$ cat src/include/phy_mii_map.svh
`ifndef PHY_MII_MAP_SVH
`define PHY_MII_MAP_SVH
// Word indices; byte address is four times the index
`define IDX_P2_BASIC_CTRL   6'h00
`define IDX_P1_ID_HIGH      6'h06
`define IDX_P1_ADVERTISE    6'h08
`define IDX_P1_PARTNER      6'h0A
`define IDX_P1_CTRL_ALIAS   6'h10
`define IDX_P1_STAT_ALIAS   6'h11
`define IDX_P2_CTRL_ALIAS   6'h12
`define IDX_P2_STAT_ALIAS   6'h13
// Reset values
`define ADV_RESET           5'h1F
`define ADV_RSVD9_RESET     1'b0
`define PARTNER_RESET       5'h00
`define P2_CTRL_RESET       12'h220
`define SELECTOR_FIELD      5'h01
// Advertisement and partner word positions
`define ADV_PAUSE           10
`define ADV_RSVD9           9
`define ADV_FD100           8
`define ADV_HD100           7
`define ADV_FD10            6
`define ADV_HD10            5
// Port 2 basic control positions
`define BC_LOOPBACK         14
`define BC_FORCE100         13
`define BC_AN_EN            12
`define BC_POWER_DOWN       11
`define BC_RESTART          9
`define BC_FULL_DUPLEX      8
`define BC_XSTYLE           5
`define BC_FORCE_MDIX       4
`define BC_DIS_MDIX         3
`define BC_RSVD2            2
`define BC_DIS_TX           1
`define BC_DIS_LED          0
// Port 2 control and status alias positions
`define CA_DIS_LED          15
`define CA_DIS_TX           14
`define CA_RESTART          13
`define CA_RSVD2            12
`define CA_POWER_DOWN       11
`define CA_DIS_MDIX         10
`define CA_FORCE_MDIX       9
`define CA_LOOPBACK         8
`define CA_AN_EN            7
`define CA_FORCE100         6
`define CA_FULL_DUPLEX      5
`define SA_XSTYLE           15
`endif

$ cat src/include/phy_mii_pkg.sv
`default_nettype none
package phy_mii_pkg;
	typedef struct packed {
		logic pause;
		logic fd100;
		logic hd100;
		logic fd10;
		logic hd10;
	} ability_s;
	typedef struct packed {
		logic loopback;
		logic force_100;
		logic an_enable;
		logic power_down;
		logic restart;
		logic full_duplex;
		logic crossover_style_select;
		logic force_mdix;
		logic disable_mdix;
		logic reserved2;
		logic disable_tx;
		logic disable_led;
	} p2_ctrl_s;
endpackage
`default_nettype wire

$ cat src/hdl/phy_mii_register_view.sv
`include "phy_mii_map.svh"
`default_nettype none
module phy_mii_register_view #(
	parameter logic [15:0] ID_HIGH = 16'hA5C3 // Value is arbitrary
) (
	input  wire logic                    clk_i,
	input  wire logic                    rst_i,
	input  wire logic                    wb_cyc_i,
	input  wire logic                    wb_stb_i,
	input  wire logic                    wb_we_i,
	input  wire logic [7:0]              wb_adr_i,
	input  wire logic [3:0]              wb_sel_i,
	input  wire logic [31:0]             wb_dat_i,
	output logic                         wb_ack_o,
	output logic [31:0]                  wb_dat_o,
	input  wire phy_mii_pkg::ability_s   p1_partner_i,
	input  wire logic                    p2_an_failed_i,
	output var phy_mii_pkg::ability_s    adv_o,
	output var phy_mii_pkg::p2_ctrl_s    p2_ctrl_o,
	output logic                         forced_speed_active_o,
	output logic                         forced_speed_100_o,
	output logic                         forced_duplex_active_o,
	output logic                         forced_full_duplex_o
);

	function automatic logic hit(input logic [5:0] a, input logic [5:0] idx);
		return a == idx;
	endfunction

	function automatic logic [15:0] merge(input logic [15:0] old, input logic [15:0] dat, input logic [1:0] sel);
		return {sel[1] ? dat[15:8] : old[15:8], sel[0] ? dat[7:0] : old[7:0]};
	endfunction

	phy_mii_pkg::ability_s  adv_q;
	phy_mii_pkg::ability_s  adv_d;
	phy_mii_pkg::ability_s  partner_q;
	phy_mii_pkg::p2_ctrl_s  p2_q;
	phy_mii_pkg::p2_ctrl_s  p2_d;
	logic                   rsvd9_q;
	logic                   rsvd9_d;
	logic                   ack_q;
	logic [31:0]            dat_q;
	logic                   fsa_q;
	logic                   fs100_q;
	logic                   fda_q;
	logic                   ffd_q;

	wire logic [5:0]  idx      = wb_adr_i[7:2];
	wire logic        req      = wb_cyc_i & wb_stb_i;
	// Writes land on the edge where the master sees ack, never earlier
	wire logic        wr_fire  = req & wb_we_i & ack_q;
	wire logic [1:0]  sel_lo   = wb_sel_i[1:0];
	wire logic [15:0] wdat     = wb_dat_i[15:0];

	// Read views; each stored bit has exactly one flop behind every view
	wire logic [15:0] adv_word = {5'h00, adv_q.pause, rsvd9_q, adv_q.fd100, adv_q.hd100,
		adv_q.fd10, adv_q.hd10, `SELECTOR_FIELD};
	wire logic [15:0] lp_word  = {5'h00, partner_q.pause, 1'b0, partner_q.fd100, partner_q.hd100,
		partner_q.fd10, partner_q.hd10, `SELECTOR_FIELD};
	wire logic [15:0] p1c_word = {11'h000, adv_q};
	wire logic [15:0] p1s_word = {11'h000, partner_q};
	wire logic [15:0] bc_word  = {1'b0, p2_q.loopback, p2_q.force_100, p2_q.an_enable, p2_q.power_down,
		1'b0, p2_q.restart, p2_q.full_duplex, 2'b00, p2_q.crossover_style_select, p2_q.force_mdix,
		p2_q.disable_mdix, p2_q.reserved2, p2_q.disable_tx, p2_q.disable_led};
	wire logic [15:0] p2c_word = {p2_q.disable_led, p2_q.disable_tx, p2_q.restart, p2_q.reserved2,
		p2_q.power_down, p2_q.disable_mdix, p2_q.force_mdix, p2_q.loopback, p2_q.an_enable,
		p2_q.force_100, p2_q.full_duplex, 5'h00};
	wire logic [15:0] p2s_word = {p2_q.crossover_style_select, 15'h0000};

	wire logic [15:0] rd_word  =
		hit(idx, `IDX_P1_ID_HIGH)    ? ID_HIGH  :
		hit(idx, `IDX_P1_ADVERTISE)  ? adv_word :
		hit(idx, `IDX_P1_PARTNER)    ? lp_word  :
		hit(idx, `IDX_P2_BASIC_CTRL) ? bc_word  :
		hit(idx, `IDX_P1_CTRL_ALIAS) ? p1c_word :
		hit(idx, `IDX_P1_STAT_ALIAS) ? p1s_word :
		hit(idx, `IDX_P2_CTRL_ALIAS) ? p2c_word :
		hit(idx, `IDX_P2_STAT_ALIAS) ? p2s_word : 16'h0000;

	wire logic [15:0] w_adv = merge(adv_word, wdat, sel_lo);
	wire logic [15:0] w_p1c = merge(p1c_word, wdat, sel_lo);
	wire logic [15:0] w_bc  = merge(bc_word, wdat, sel_lo);
	wire logic [15:0] w_p2c = merge(p2c_word, wdat, sel_lo);
	wire logic [15:0] w_p2s = merge(p2s_word, wdat, sel_lo);

	always_comb begin
		adv_d = adv_q;
		rsvd9_d = rsvd9_q;
		p2_d = p2_q;
		p2_d.restart = 1'b0;
		if (wr_fire && hit(idx, `IDX_P1_ADVERTISE)) begin
			adv_d.pause = w_adv[`ADV_PAUSE];
			rsvd9_d = w_adv[`ADV_RSVD9];
			adv_d.fd100 = w_adv[`ADV_FD100];
			adv_d.hd100 = w_adv[`ADV_HD100];
			adv_d.fd10 = w_adv[`ADV_FD10];
			adv_d.hd10 = w_adv[`ADV_HD10];
		end
		if (wr_fire && hit(idx, `IDX_P1_CTRL_ALIAS)) begin
			adv_d = w_p1c[4:0];
		end
		if (wr_fire && hit(idx, `IDX_P2_BASIC_CTRL)) begin
			p2_d.loopback = w_bc[`BC_LOOPBACK];
			p2_d.force_100 = w_bc[`BC_FORCE100];
			p2_d.an_enable = w_bc[`BC_AN_EN];
			p2_d.power_down = w_bc[`BC_POWER_DOWN];
			p2_d.restart = w_bc[`BC_RESTART];
			p2_d.full_duplex = w_bc[`BC_FULL_DUPLEX];
			p2_d.crossover_style_select = w_bc[`BC_XSTYLE];
			p2_d.force_mdix = w_bc[`BC_FORCE_MDIX];
			p2_d.disable_mdix = w_bc[`BC_DIS_MDIX];
			p2_d.reserved2 = w_bc[`BC_RSVD2];
			p2_d.disable_tx = w_bc[`BC_DIS_TX];
			p2_d.disable_led = w_bc[`BC_DIS_LED];
		end
		// alias words write the same flops
		if (wr_fire && hit(idx, `IDX_P2_CTRL_ALIAS)) begin
			p2_d.disable_led = w_p2c[`CA_DIS_LED];
			p2_d.disable_tx = w_p2c[`CA_DIS_TX];
			p2_d.restart = w_p2c[`CA_RESTART];
			p2_d.reserved2 = w_p2c[`CA_RSVD2];
			p2_d.power_down = w_p2c[`CA_POWER_DOWN];
			p2_d.disable_mdix = w_p2c[`CA_DIS_MDIX];
			p2_d.force_mdix = w_p2c[`CA_FORCE_MDIX];
			p2_d.loopback = w_p2c[`CA_LOOPBACK];
			p2_d.an_enable = w_p2c[`CA_AN_EN];
			p2_d.force_100 = w_p2c[`CA_FORCE100];
			p2_d.full_duplex = w_p2c[`CA_FULL_DUPLEX];
		end
		if (wr_fire && hit(idx, `IDX_P2_STAT_ALIAS)) begin
			p2_d.crossover_style_select = w_p2s[`SA_XSTYLE];
		end
	end

	always_ff @(posedge clk_i) begin
		if (rst_i) begin
			adv_q <= `ADV_RESET;
			rsvd9_q <= `ADV_RSVD9_RESET;
			p2_q <= `P2_CTRL_RESET;
		end else begin
			adv_q <= adv_d;
			rsvd9_q <= rsvd9_d;
			p2_q <= p2_d;
		end
	end

	// partner word sampled from negotiation engine
	always_ff @(posedge clk_i) begin
		if (rst_i) begin
			partner_q <= `PARTNER_RESET;
		end else begin
			partner_q <= p1_partner_i;
		end
	end

	// One wait state; ack drops the cycle after it is given
	always_ff @(posedge clk_i) begin
		if (rst_i) begin
			ack_q <= 1'b0;
			dat_q <= 32'h0000_0000;
		end else begin
			ack_q <= req & ~ack_q;
			dat_q <= (req & ~ack_q & ~wb_we_i) ? {16'h0000, rd_word} : 32'h0000_0000;
		end
	end

	// forced settings gated by negotiation state
	always_ff @(posedge clk_i) begin
		if (rst_i) begin
			fsa_q <= 1'b0;
			fs100_q <= 1'b0;
			fda_q <= 1'b0;
			ffd_q <= 1'b0;
		end else begin
			fsa_q <= ~p2_q.an_enable;
			fs100_q <= ~p2_q.an_enable & p2_q.force_100;
			fda_q <= ~p2_q.an_enable | p2_an_failed_i;
			ffd_q <= (~p2_q.an_enable | p2_an_failed_i) & p2_q.full_duplex;
		end
	end

	assign wb_ack_o               = ack_q;
	assign wb_dat_o               = dat_q;
	assign adv_o                  = adv_q;
	assign p2_ctrl_o              = p2_q;
	assign forced_speed_active_o  = fsa_q;
	assign forced_speed_100_o     = fs100_q;
	assign forced_duplex_active_o = fda_q;
	assign forced_full_duplex_o   = ffd_q;
endmodule
`default_nettype wire

$ cat config.mk
export PLATFORM = sky130hd
export DESIGN_NAME = phy_mii_register_view
export DESIGN_NICKNAME = d
export VERILOG_FILES = /design/src/include/phy_mii_pkg.sv /design/src/hdl/phy_mii_register_view.sv
export VERILOG_INCLUDE_DIRS = /design/src /design/src/include
export SDC_FILE = /design/constraint.sdc
export NUM_CORES = 1
export LEC_CHECK = 0
export BUFFER_PORTS_ARGS = -buffer_cell sky130_fd_sc_hd__buf_2
export CORE_MARGIN = 2
export CORE_UTILIZATION = 45
export CTS_BUF_LIST = sky130_fd_sc_hd__clkbuf_4
export CTS_CLUSTER_SIZE = 30
export DETAILED_ROUTE_END_ITERATION = 10
export GPL_ROUTABILITY_DRIVEN = 1
export PLACE_DENSITY_LB_ADDON = 0.25
export SYNTH_ARGS = -nofsm -noshare
export SYNTH_HDL_FRONTEND = slang
export SYNTH_SLANG_ARGS = --single-unit
$ cat constraint.sdc
create_clock -name clk_i -period 1.87 [get_ports clk_i]
set_input_delay 0.0935 -clock clk_i [delete_from_list [all_inputs] [get_ports clk_i]]
set_output_delay 0.0935 -clock clk_i [all_outputs]
set_load 0.01 [all_outputs]
==> reports/metrics.yaml, run 1 <==
job:
  maxCapViolCount: 0
cells_and_area:
  diodes: 0
  final_common_cell: "buf_2"
  utilization: 0.578
  layout-drive-gt1-share: 0.328
  layout.nets: 377
  nFillCells: 458
  final_cell_mix: "72 x buf_2, 44 x dfxtp_1, 16 x nor2_1, 16 x conb_1"
  syn_to_final_growth_pct: 24.3
grt:
  overflow: 0
  grt_usage: 0.237
  grt_pass1_vias: 2076
  grt_pass1_wl_um: 9780
  grt_max_degree: 33
  antenna_found_initial: 0
clock_network:
  cts_buffer_depth: 2
  cts.clk_slew.worst_paths_ns: 0.13
  cts_inserted_buffers: 5
  cts-root-buf: "clkbuf_4"
  cts_tree: "yes"
  cts_resized: 0
  post-cts-setup-buffer-count: 0
  ctsHtreeMaxLevel: 2
  worstSkewPairLatency_ns: 0.35
  clock-sinks: 44
drt:
  first_pass_iters: 5
  routed_wl_um: 6290
  post_drt_wl_per_cell_um: 16.7
  routed_via_density: 5.73
  ant_nets: 0
  route.detailed.drc: 0
  dr.first_iter.drc_count: 178
  num_vias: 2161
critical_path:
  cp-end-kind: "flop"
  rrSetupSlack_ns: 0.21
  arrival_ns: 1.89
  r2r-start: "wb_ack_o$_SDFF_PP0_"
  required_ns: 2.10
  cp_max_fo: 10
  cp-start-kind: "flop"
  path_class: "flop to flop"
  crit_start: "wb_ack_o$_SDFF_PP0_"
synth:
  synth.top_cell.area_share: 0.404
  synth_seq_area_share: 0.404
  mappedNetlistArea_um2: 2180
  synth_cell_type_count: 47
  syn_avg_cell_area_um2: 9.21
  yosys_register_bits: 44
  netlist_instances: 237
  synth.area.top_cells: "dfxtp_1 40%, buf_4 6.2%, a22oi_1 5.2%"
  synth_warnings: 0
  yosysTopAreaCell: "dfxtp_1"
timing:
  period_share: 0.886
  clock_skew_ns: 0.0135
  hold_viol: 0
  rsz0062_at_grt: "false"
  finalSetupTns_ns: 0
  setup_viol: 0
  slew_violations: 0
  fmax_mhz: 603
  min_period_ns: 1.66
placed_design:
  port_buffers: 72
  place_congestion: 0.885
  dpl.hpwl_um: 4660
power:
  ir_drop_uv: 329
  p_leak_nw: 1.11
  power_density_nw_per_um2: 580
floorplan:
  rows: 25
  num_io_pins: 109
  coreArea_um2: 4690
  dieArea_um2: 5420
  start_util: 0.465
  die_y_um: 73.6
  fp.dieW_um: 73.6
worst_hold_path:
  min_from: "wb_dat_i[6]"
  hp-class: "input port to flop"
outcome:
  status: "finished, final reports clean"
-- report_power, final --
group / switching (mW) / total, mW / internal [mW]
combinational: 0.105 / 0.186 / 0.0811
clock: 0.299 / 0.437 / 0.138
sequential: 0.00416 / 0.950 / 0.946
total: 0.408 / 1.57 / 1.17
-- kinds of logic after synthesis --
group | share of synthesized area
DFF | 0.404
other | 0.00172
xor gates and xnor gates | 0.00401
and+or+nand+nor | 0.238
muxes | 0.0493
buffers and inverters | 0.0992
AOI/OAI and AO/OA | 0.204
-- metal layers --
layer	GRT usage	vias to the layer above	wire, µm
met3	0.0425	13	456
met2	0.404	107	3110
met4	0.0808	0	113
met1	0.300	1014	2610
li1	-	1027	-
met5	0	-	0
-- cell usage after synthesis, drive strengths merged --
library cell  number
nand3b             1
or3                1
o211ai             2
a2111oi            1
nor2              16
and4               1
inv                5
o21a               2
mux2               6
nand4b             6
nand2             15
a22o               1
nor3b              1
o21ai              2
conb               1
nand4              4
o31ai              6
xor2               1
nand2b             6
a22oi             15
nand3              9
nor2b              7
nor3               4
a21oi              6
nor4               3
a41oi              2
mux2i              4
o32ai              3
a211oi             1
o22ai              1
or4                1
and3               5
and2               6
a31o               2
buf               24
a32oi              6
clkbuf             6
dfxtp             44
a222oi             1
a31oi              7
nor4b              2
-- metrics by stage --
step / instance area (µm²) / setup slack (ns) / total power, mW / hold WS [ns] / cells
3_3_place_gp: 2570 / 0.316 / 1.14 / 0.305 / 360
3_5_place_dp: 2570 / 0.236 / 1.14 / 0.311 / 360
2_1_floorplan: 2240 / 0.282 / 1.08 / 0.182 / 252
6_report: 2710 / 0.212 / 1.57 / 0.0253 / 377
5_1_grt: 2710 / 0.0918 / 1.64 / 0.0168 / 377
4_1_cts: 2710 / 0.265 / 1.59 / 0.00676 / 377
-- timing repair --
action | CTS | global route
hold buffers | 9 | 0
setup endpoints to repair | 0 | 0
hold endpoints to repair | 8 | 0
-- registers in the layout, summed over array words and instances, names as in the netlist --
| name | flops |
|---|---|
| wb_dat_o | 16 |
| forced_duplex_active_o | 1 |
| lp_word | 5 |
| forced_speed_100_o | 1 |
| adv_o | 5 |
| wb_ack_o | 1 |
| p2_ctrl_o | 12 |
| forced_full_duplex_o | 1 |
| rsvd9_q | 1 |
| forced_speed_active_o | 1 |
-- worst max-delay path, cell delays in order, from the launching register on --
cell and delay, ns:
dfxtp_1 0.38, and4_1 0.46, nand4_1 0.30, nor2_1 0.26, a32oi_1 0.13
-- worst paths after layout --
kind,endpoint,cells past startpoint
worst min-delay path,adv_o[1]$_SDFFE_PP1P_,3
worst max-delay path,adv_o[0]$_SDFFE_PP1P_,4
worst min register to register,wb_ack_o$_SDFF_PP0_,1
worst max register to register,adv_o[0]$_SDFFE_PP1P_,4
-- cell type report --
| cell class | count | area, µm² | share of cell area |
|---|---|---|---|
| clock inverter | 3 | 13.8 | 0.00507 |
| timing repair buffer | 93 | 553 | 0.204 |
| sequential | 44 | 881 | 0.325 |
| tap | 54 | 67.6 | 0.0249 |
| clock buffer | 5 | 37.5 | 0.0138 |
| inverter | 5 | 18.8 | 0.00692 |
| multi-input combinational | 173 | 1140 | 0.421 |
Power figures use the tool's default switching activity.
==> run 2, diff against run 1 <==
--- a/config.mk
+++ b/config.mk
@@ -10,9 +10,9 @@
 export CORE_MARGIN = 2
 export CORE_UTILIZATION = 45
 export CTS_BUF_LIST = sky130_fd_sc_hd__clkbuf_4
-export CTS_CLUSTER_SIZE = 30
 export DETAILED_ROUTE_END_ITERATION = 10
 export GPL_ROUTABILITY_DRIVEN = 1
+export MAX_ROUTING_LAYER = met4
 export PLACE_DENSITY_LB_ADDON = 0.25
 export SYNTH_ARGS = -nofsm -noshare
 export SYNTH_HDL_FRONTEND = slang
==> reports/metrics.yaml, run 2 (synthesis results as in run 1) <==
grt:
  overflow: 0
  grt_max_degree: 33
  antenna_found_initial: 0
  grt_pass1_vias: 2037
  grt_usage: 0.242
  grt_pass1_wl_um: 9660
power:
  switchingPower_uw: 420
  pwr-share-seq: 0.545
  combPwrFrac: 0.108
  p_leak_nw: 1.13
  ir_drop_uv: 430
  clockPowerShare: 0.347
  swShare: 0.241
  intPower_mw: 1.32
  power_density_nw_per_um2: 632
worst_hold_path:
  hp-class: "input port to flop"
  whs_path_depth: 3
job:
  maxCapViolCount: 0
placed_design:
  port_buffers: 72
  place_congestion: 0.902
  placedInstanceArea_um2: 2580
  dpl.hpwl_um: 4560
critical_path:
  crit_path_max_incr_delay_ns: 0.55
  cp-start-kind: "input port"
  cp-end-kind: "flop"
  reg2regPathDepth: 3
  required_ns: 2.16
  crit_top_cell: "dlygate4sd3_1"
  critPathSlowestCell: "dlygate4sd3_1"
  cp_max_fo: 7
  path_class: "input port to flop"
  arrival_ns: 1.90
  cp_cell_sequence: "dlygate4sd3_1 > buf_2 > nand2_1 > dlygate4sd3_1 > nor3_1 > nand2b_1 > a31oi_1"
clock_network:
  cts-root-buf: "clkbuf_4"
  ctsHoldBuffers: 10
  worstSkewPairLatency_ns: 0.37
  ctsHtreeMaxLevel: 2
  cts_buffer_depth: 2
  post-cts-setup-buffer-count: 0
  cts_resized: 0
  cts.clk_slew.worst_paths_ns: 0.12
  cts_tree: "yes"
  cts_inserted_buffers: 5
  clock-sinks: 44
drt:
  num_vias: 2132
  dr.first_iter.drc_count: 213
  routed_via_density: 5.63
  route.detailed.drc: 0
  post_drt_wl_per_cell_um: 16.3
  first_pass_iters: 4
  routed_wl_um: 6190
  ant_nets: 0
outcome:
  status: "finished, final reports clean"
timing:
  finalSetupTns_ns: 0
  period_share: 0.861
  clock_skew_ns: 0.0184
  rsz0062_at_grt: "false"
  slew_violations: 0
  worstMarginPinSlew_ns: 0.526
  max-slew-margin-rel: 0.646
  min_period_ns: 1.61
  hold_viol: 0
  setup_viol: 0
  fmax_mhz: 621
cells_and_area:
  syn_to_final_growth_pct: 26.4
  final_area_um2: 2760
  layout.nets: 379
  diodes: 0
  final_common_cell: "buf_2"
  multi_input_area_um2: 1140
  layout-drive-gt1-share: 0.332
  nFillCells: 453
  largest_reg_flops: 16
  final_cell_mix: "72 x buf_2, 44 x dfxtp_1, 16 x nor2_1, 16 x conb_1"
  ff_latch_area_um2: 881
floorplan:
  rows: 25
  dieArea_um2: 5420
  fp.dieW_um: 73.6
  start_util: 0.465
  num_io_pins: 109
  die_y_um: 73.6
  coreArea_um2: 4690
-- run 2: cell count changes in the layout (fill, tap and decap cells not counted), sizes merged --
| cell | delta |
|---|---|
| clkinv | -2 |
| buf | +1 |
| clkbuf | +1 |
| dlygate4sd3 | +1 |
| bufinv | +1 |
-- run 2: final timing paths --
path / start / endpoint / slack, ns
worst max-delay path: wb_stb_i / wb_dat_o[8]$_SDFF_PP0_ / 0.26
worst min register to register: wb_ack_o$_SDFF_PP0_ / wb_ack_o$_SDFF_PP0_ / 0.49
worst max register to register: wb_ack_o$_SDFF_PP0_ / wb_dat_o[11]$_SDFF_PP0_ / 0.26
worst min-delay path: wb_dat_i[6] / p2_ctrl_o[10]$_SDFFE_PP0P_ / 0.01
-- run 2: final cells by class --
class | instances | area share
tap | 54 | 0.0245
inverter | 5 | 0.00680
clock buffer | 6 | 0.0163
timing repair buffer | 95 | 0.207
sequential | 44 | 0.319
clock inverter | 2 | 0.0127
multi-input combinational | 173 | 0.414
-- run 2: metrics by stage --
| step | power (mW) | worst slack [ns] | util | std cells | hold slack [ns] |
|---|---|---|---|---|---|
| after floorplan | 1.08 | 0.282 | - | 252 | 0.182 |
| after global placement | 1.14 | 0.315 | 0.550 | 361 | 0.308 |
| after detailed placement | 1.14 | 0.266 | 0.550 | 361 | 0.311 |
| after CTS | 1.75 | 0.283 | 0.588 | 379 | 0.00204 |
| after global routing | 1.81 | 0.103 | 0.588 | 379 | 0.0175 |
| final | 1.74 | 0.260 | 0.588 | 379 | 0.0124 |
-- run 2: metal layers --
| layer | share of wire | track usage | vias to the layer above | wire length [µm] |
|---|---|---|---|---|
| met1 | 0.45 | 0.305 | 1001 | 2790 |
| met2 | 0.48 | 0.389 | 90 | 2950 |
| met4 | 0.012 | 0.0707 | 0 | 74 |
| met3 | 0.060 | 0.0508 | 9 | 372 |
| met5 | 0 | - | - | 0 |
| li1 | - | - | 1032 | - |
-- run 2: critical path: cells and delay by family --
family          cells  cell delay (ns)
buf+inv             3             1.19
compound gates      1             0.19
simple gates        3             0.42
-- run 2: power by group through the flow --
| stage | Clock [mW] | Combinational [mW] | Sequential (mW) |
|---|---|---|---|
| after detailed placement | 0 | 0.169 | 0.971 |
| after global routing | 0.647 | 0.207 | 0.951 |
| final | 0.605 | 0.189 | 0.950 |
| after global placement | 0 | 0.168 | 0.970 |
| after floorplan | 0 | 0.114 | 0.971 |
| after CTS | 0.612 | 0.185 | 0.950 |
==> run 3, diff against run 2 <==
--- a/config.mk
+++ b/config.mk
@@ -7,7 +7,6 @@
 export NUM_CORES = 1
 export LEC_CHECK = 0
 export BUFFER_PORTS_ARGS = -buffer_cell sky130_fd_sc_hd__buf_2
-export CORE_MARGIN = 2
 export CORE_UTILIZATION = 45
 export CTS_BUF_LIST = sky130_fd_sc_hd__clkbuf_4
 export DETAILED_ROUTE_END_ITERATION = 10
==> reports/metrics.yaml, run 3 (synthesis results as in run 1) <==
timing:
  hold_viol: 1
  slew_violations: 0
  holdWs_ns: -0.000433
  clock_skew_ns: 0.0133
  max-slew-margin-rel: 0.669
  fmax_mhz: 627
  period_share: 0.853
  rsz0062_at_grt: "false"
  min_period_ns: 1.59
  finalSetupTns_ns: 0
  setup_viol: 0
  worstMarginPinSlew_ns: 0.492
critical_path:
  arrival_ns: 1.85
  rrSetupSlack_ns: 0.28
  required_ns: 2.13
  cp_cell_sequence: "and4_1 > nand4_1 > nor2_1 > a32oi_1"
  cp_max_fo: 10
  critPathSlowestCell: "and4_1"
  reg2regPathDepth: 4
  r2r-end: "adv_o[1]$_SDFFE_PP1P_"
  path_class: "flop to flop"
  cp-start-kind: "flop"
  cp-end-kind: "flop"
  cp.buffers_inverters: 0
  crit_start: "wb_ack_o$_SDFF_PP0_"
  crit_family: "simple AND/OR/NAND/NOR gates"
  r2r-start: "wb_ack_o$_SDFF_PP0_"
  crit_path_max_incr_delay_ns: 0.44
clock_network:
  cts_inserted_buffers: 5
  cts.clk_slew.worst_paths_ns: 0.13
  clock-sinks: 44
  worstSkewPairLatency_ns: 0.37
  cts_buffer_depth: 2
  ctsHtreeMaxLevel: 2
  cts-root-buf: "clkbuf_4"
  cts_resized: 0
  post-cts-setup-buffer-count: 0
  cts_tree: "yes"
drt:
  dr.first_iter.drc_count: 140
  num_vias: 2144
  ant_nets: 0
  first_pass_iters: 5
  routed_wl_um: 6090
  route.detailed.drc: 0
  post_drt_wl_per_cell_um: 16.2
  routed_via_density: 5.70
floorplan:
  start_util: 0.484
  fp.dieW_um: 71.6
  coreArea_um2: 4500
  die_y_um: 71.6
  num_io_pins: 109
  rows: 24
  dieArea_um2: 5130
cells_and_area:
  final_common_cell: "buf_2"
  utilization: 0.609
  syn_to_final_growth_pct: 25.7
  final_cell_mix: "72 x buf_2, 44 x dfxtp_1, 16 x nor2_1, 16 x conb_1"
  layout-drive-gt1-share: 0.324
  diodes: 0
  layout.nets: 378
  largest_reg_flops: 16
power:
  p_leak_nw: 1.12
  power_density_nw_per_um2: 626
  ir_drop_uv: 351
grt:
  grt_usage: 0.254
  grt.busiest_layer: "met2"
  antenna_found_initial: 0
  met2_usage: 0.421
  grt_use_met3: 0.0338
  overflow: 0
  use_met1: 0.315
  grt_pass1_wl_um: 9580
  grt_max_degree: 33
  grt_pass1_vias: 1999
outcome:
  violations: "negative hold slack"
  status: "finished with violations"
worst_hold_path:
  whs_path_depth: 3
  min_to: "adv_o[2]$_SDFFE_PP1P_"
  hp-class: "input port to flop"
  min_from: "wb_dat_i[7]"
placed_design:
  place_congestion: 0.932
  port_buffers: 72
  dpl.hpwl_um: 4440
job:
  maxCapViolCount: 0
-- run 3: worst max-delay path by stage --
stage | end | slack, ns | depth (start not counted)
finish | adv_o[1]$_SDFFE_PP1P_ | 0.28 | 4
floorplan | p2_ctrl_o[0]$_SDFFE_PP0P_ | 0.28 | 5
CTS | p2_ctrl_o[4]$_SDFFE_PP0P_ | 0.28 | 4
global placement | p2_ctrl_o[7]$_SDFFE_PP0P_ | 0.30 | 6
global route | p2_ctrl_o[4]$_SDFFE_PP0P_ | 0.15 | 4
detailed placement | p2_ctrl_o[7]$_SDFFE_PP0P_ | 0.28 | 6
-- run 3: per-stage QoR --
| step | hold WS [ns] | worst slack (ns) | power [mW] | instances | instance area, µm² |
|---|---|---|---|---|---|
| 2_1_floorplan | 0.182 | 0.282 | 1.08 | 252 | 2240 |
| 3_3_place_gp | 0.303 | 0.298 | 1.14 | 358 | 2570 |
| 3_5_place_dp | 0.311 | 0.281 | 1.14 | 358 | 2570 |
| 4_1_cts | 0.000182 | 0.285 | 1.72 | 376 | 2740 |
| 5_1_grt | 0.0127 | 0.154 | 1.77 | 376 | 2740 |
| 6_report | -0.000433 | 0.275 | 1.72 | 376 | 2740 |
-- run 3: area by class of cell --
cell class	count	area, µm²
clock inverters	3	37.5
flip-flops and latches	44	881
clock buffers	5	37.5
multi-input cells	173	1140
fillers	435	1760
well taps	52	65.1
repair buffers	94	563
inverters	5	18.8
-- run 3: layer usage --
layer | vias to the layer above | wire (µm)
met3 | 16 | 433
met5 | - | 0
met2 | 118 | 2950
met1 | 984 | 2600
met4 | 0 | 109
li1 | 1026 | -
-- run 3: what timing repair did --
action	4_1_cts	5_1_grt
endpoints found under the setup margin	0	0
hold endpoints to repair	10	0
hold buffers	10	0
-- run 3: report_power, final --
group	switching, mW	internal [mW]
Clock	0.307	0.273
Sequential	0.00419	0.946
Combinational	0.105	0.0824
Total	0.416	1.30
-- run 3: worst register-to-register path: cells and delay by family, from the launching register on --
| family | cells | cell delay [ns] |
|---|---|---|
| and+or+nand+nor | 3 | 0.99 |
| AOI/OAI and AO/OA | 1 | 0.13 |
| DFF | 1 | 0.37 |
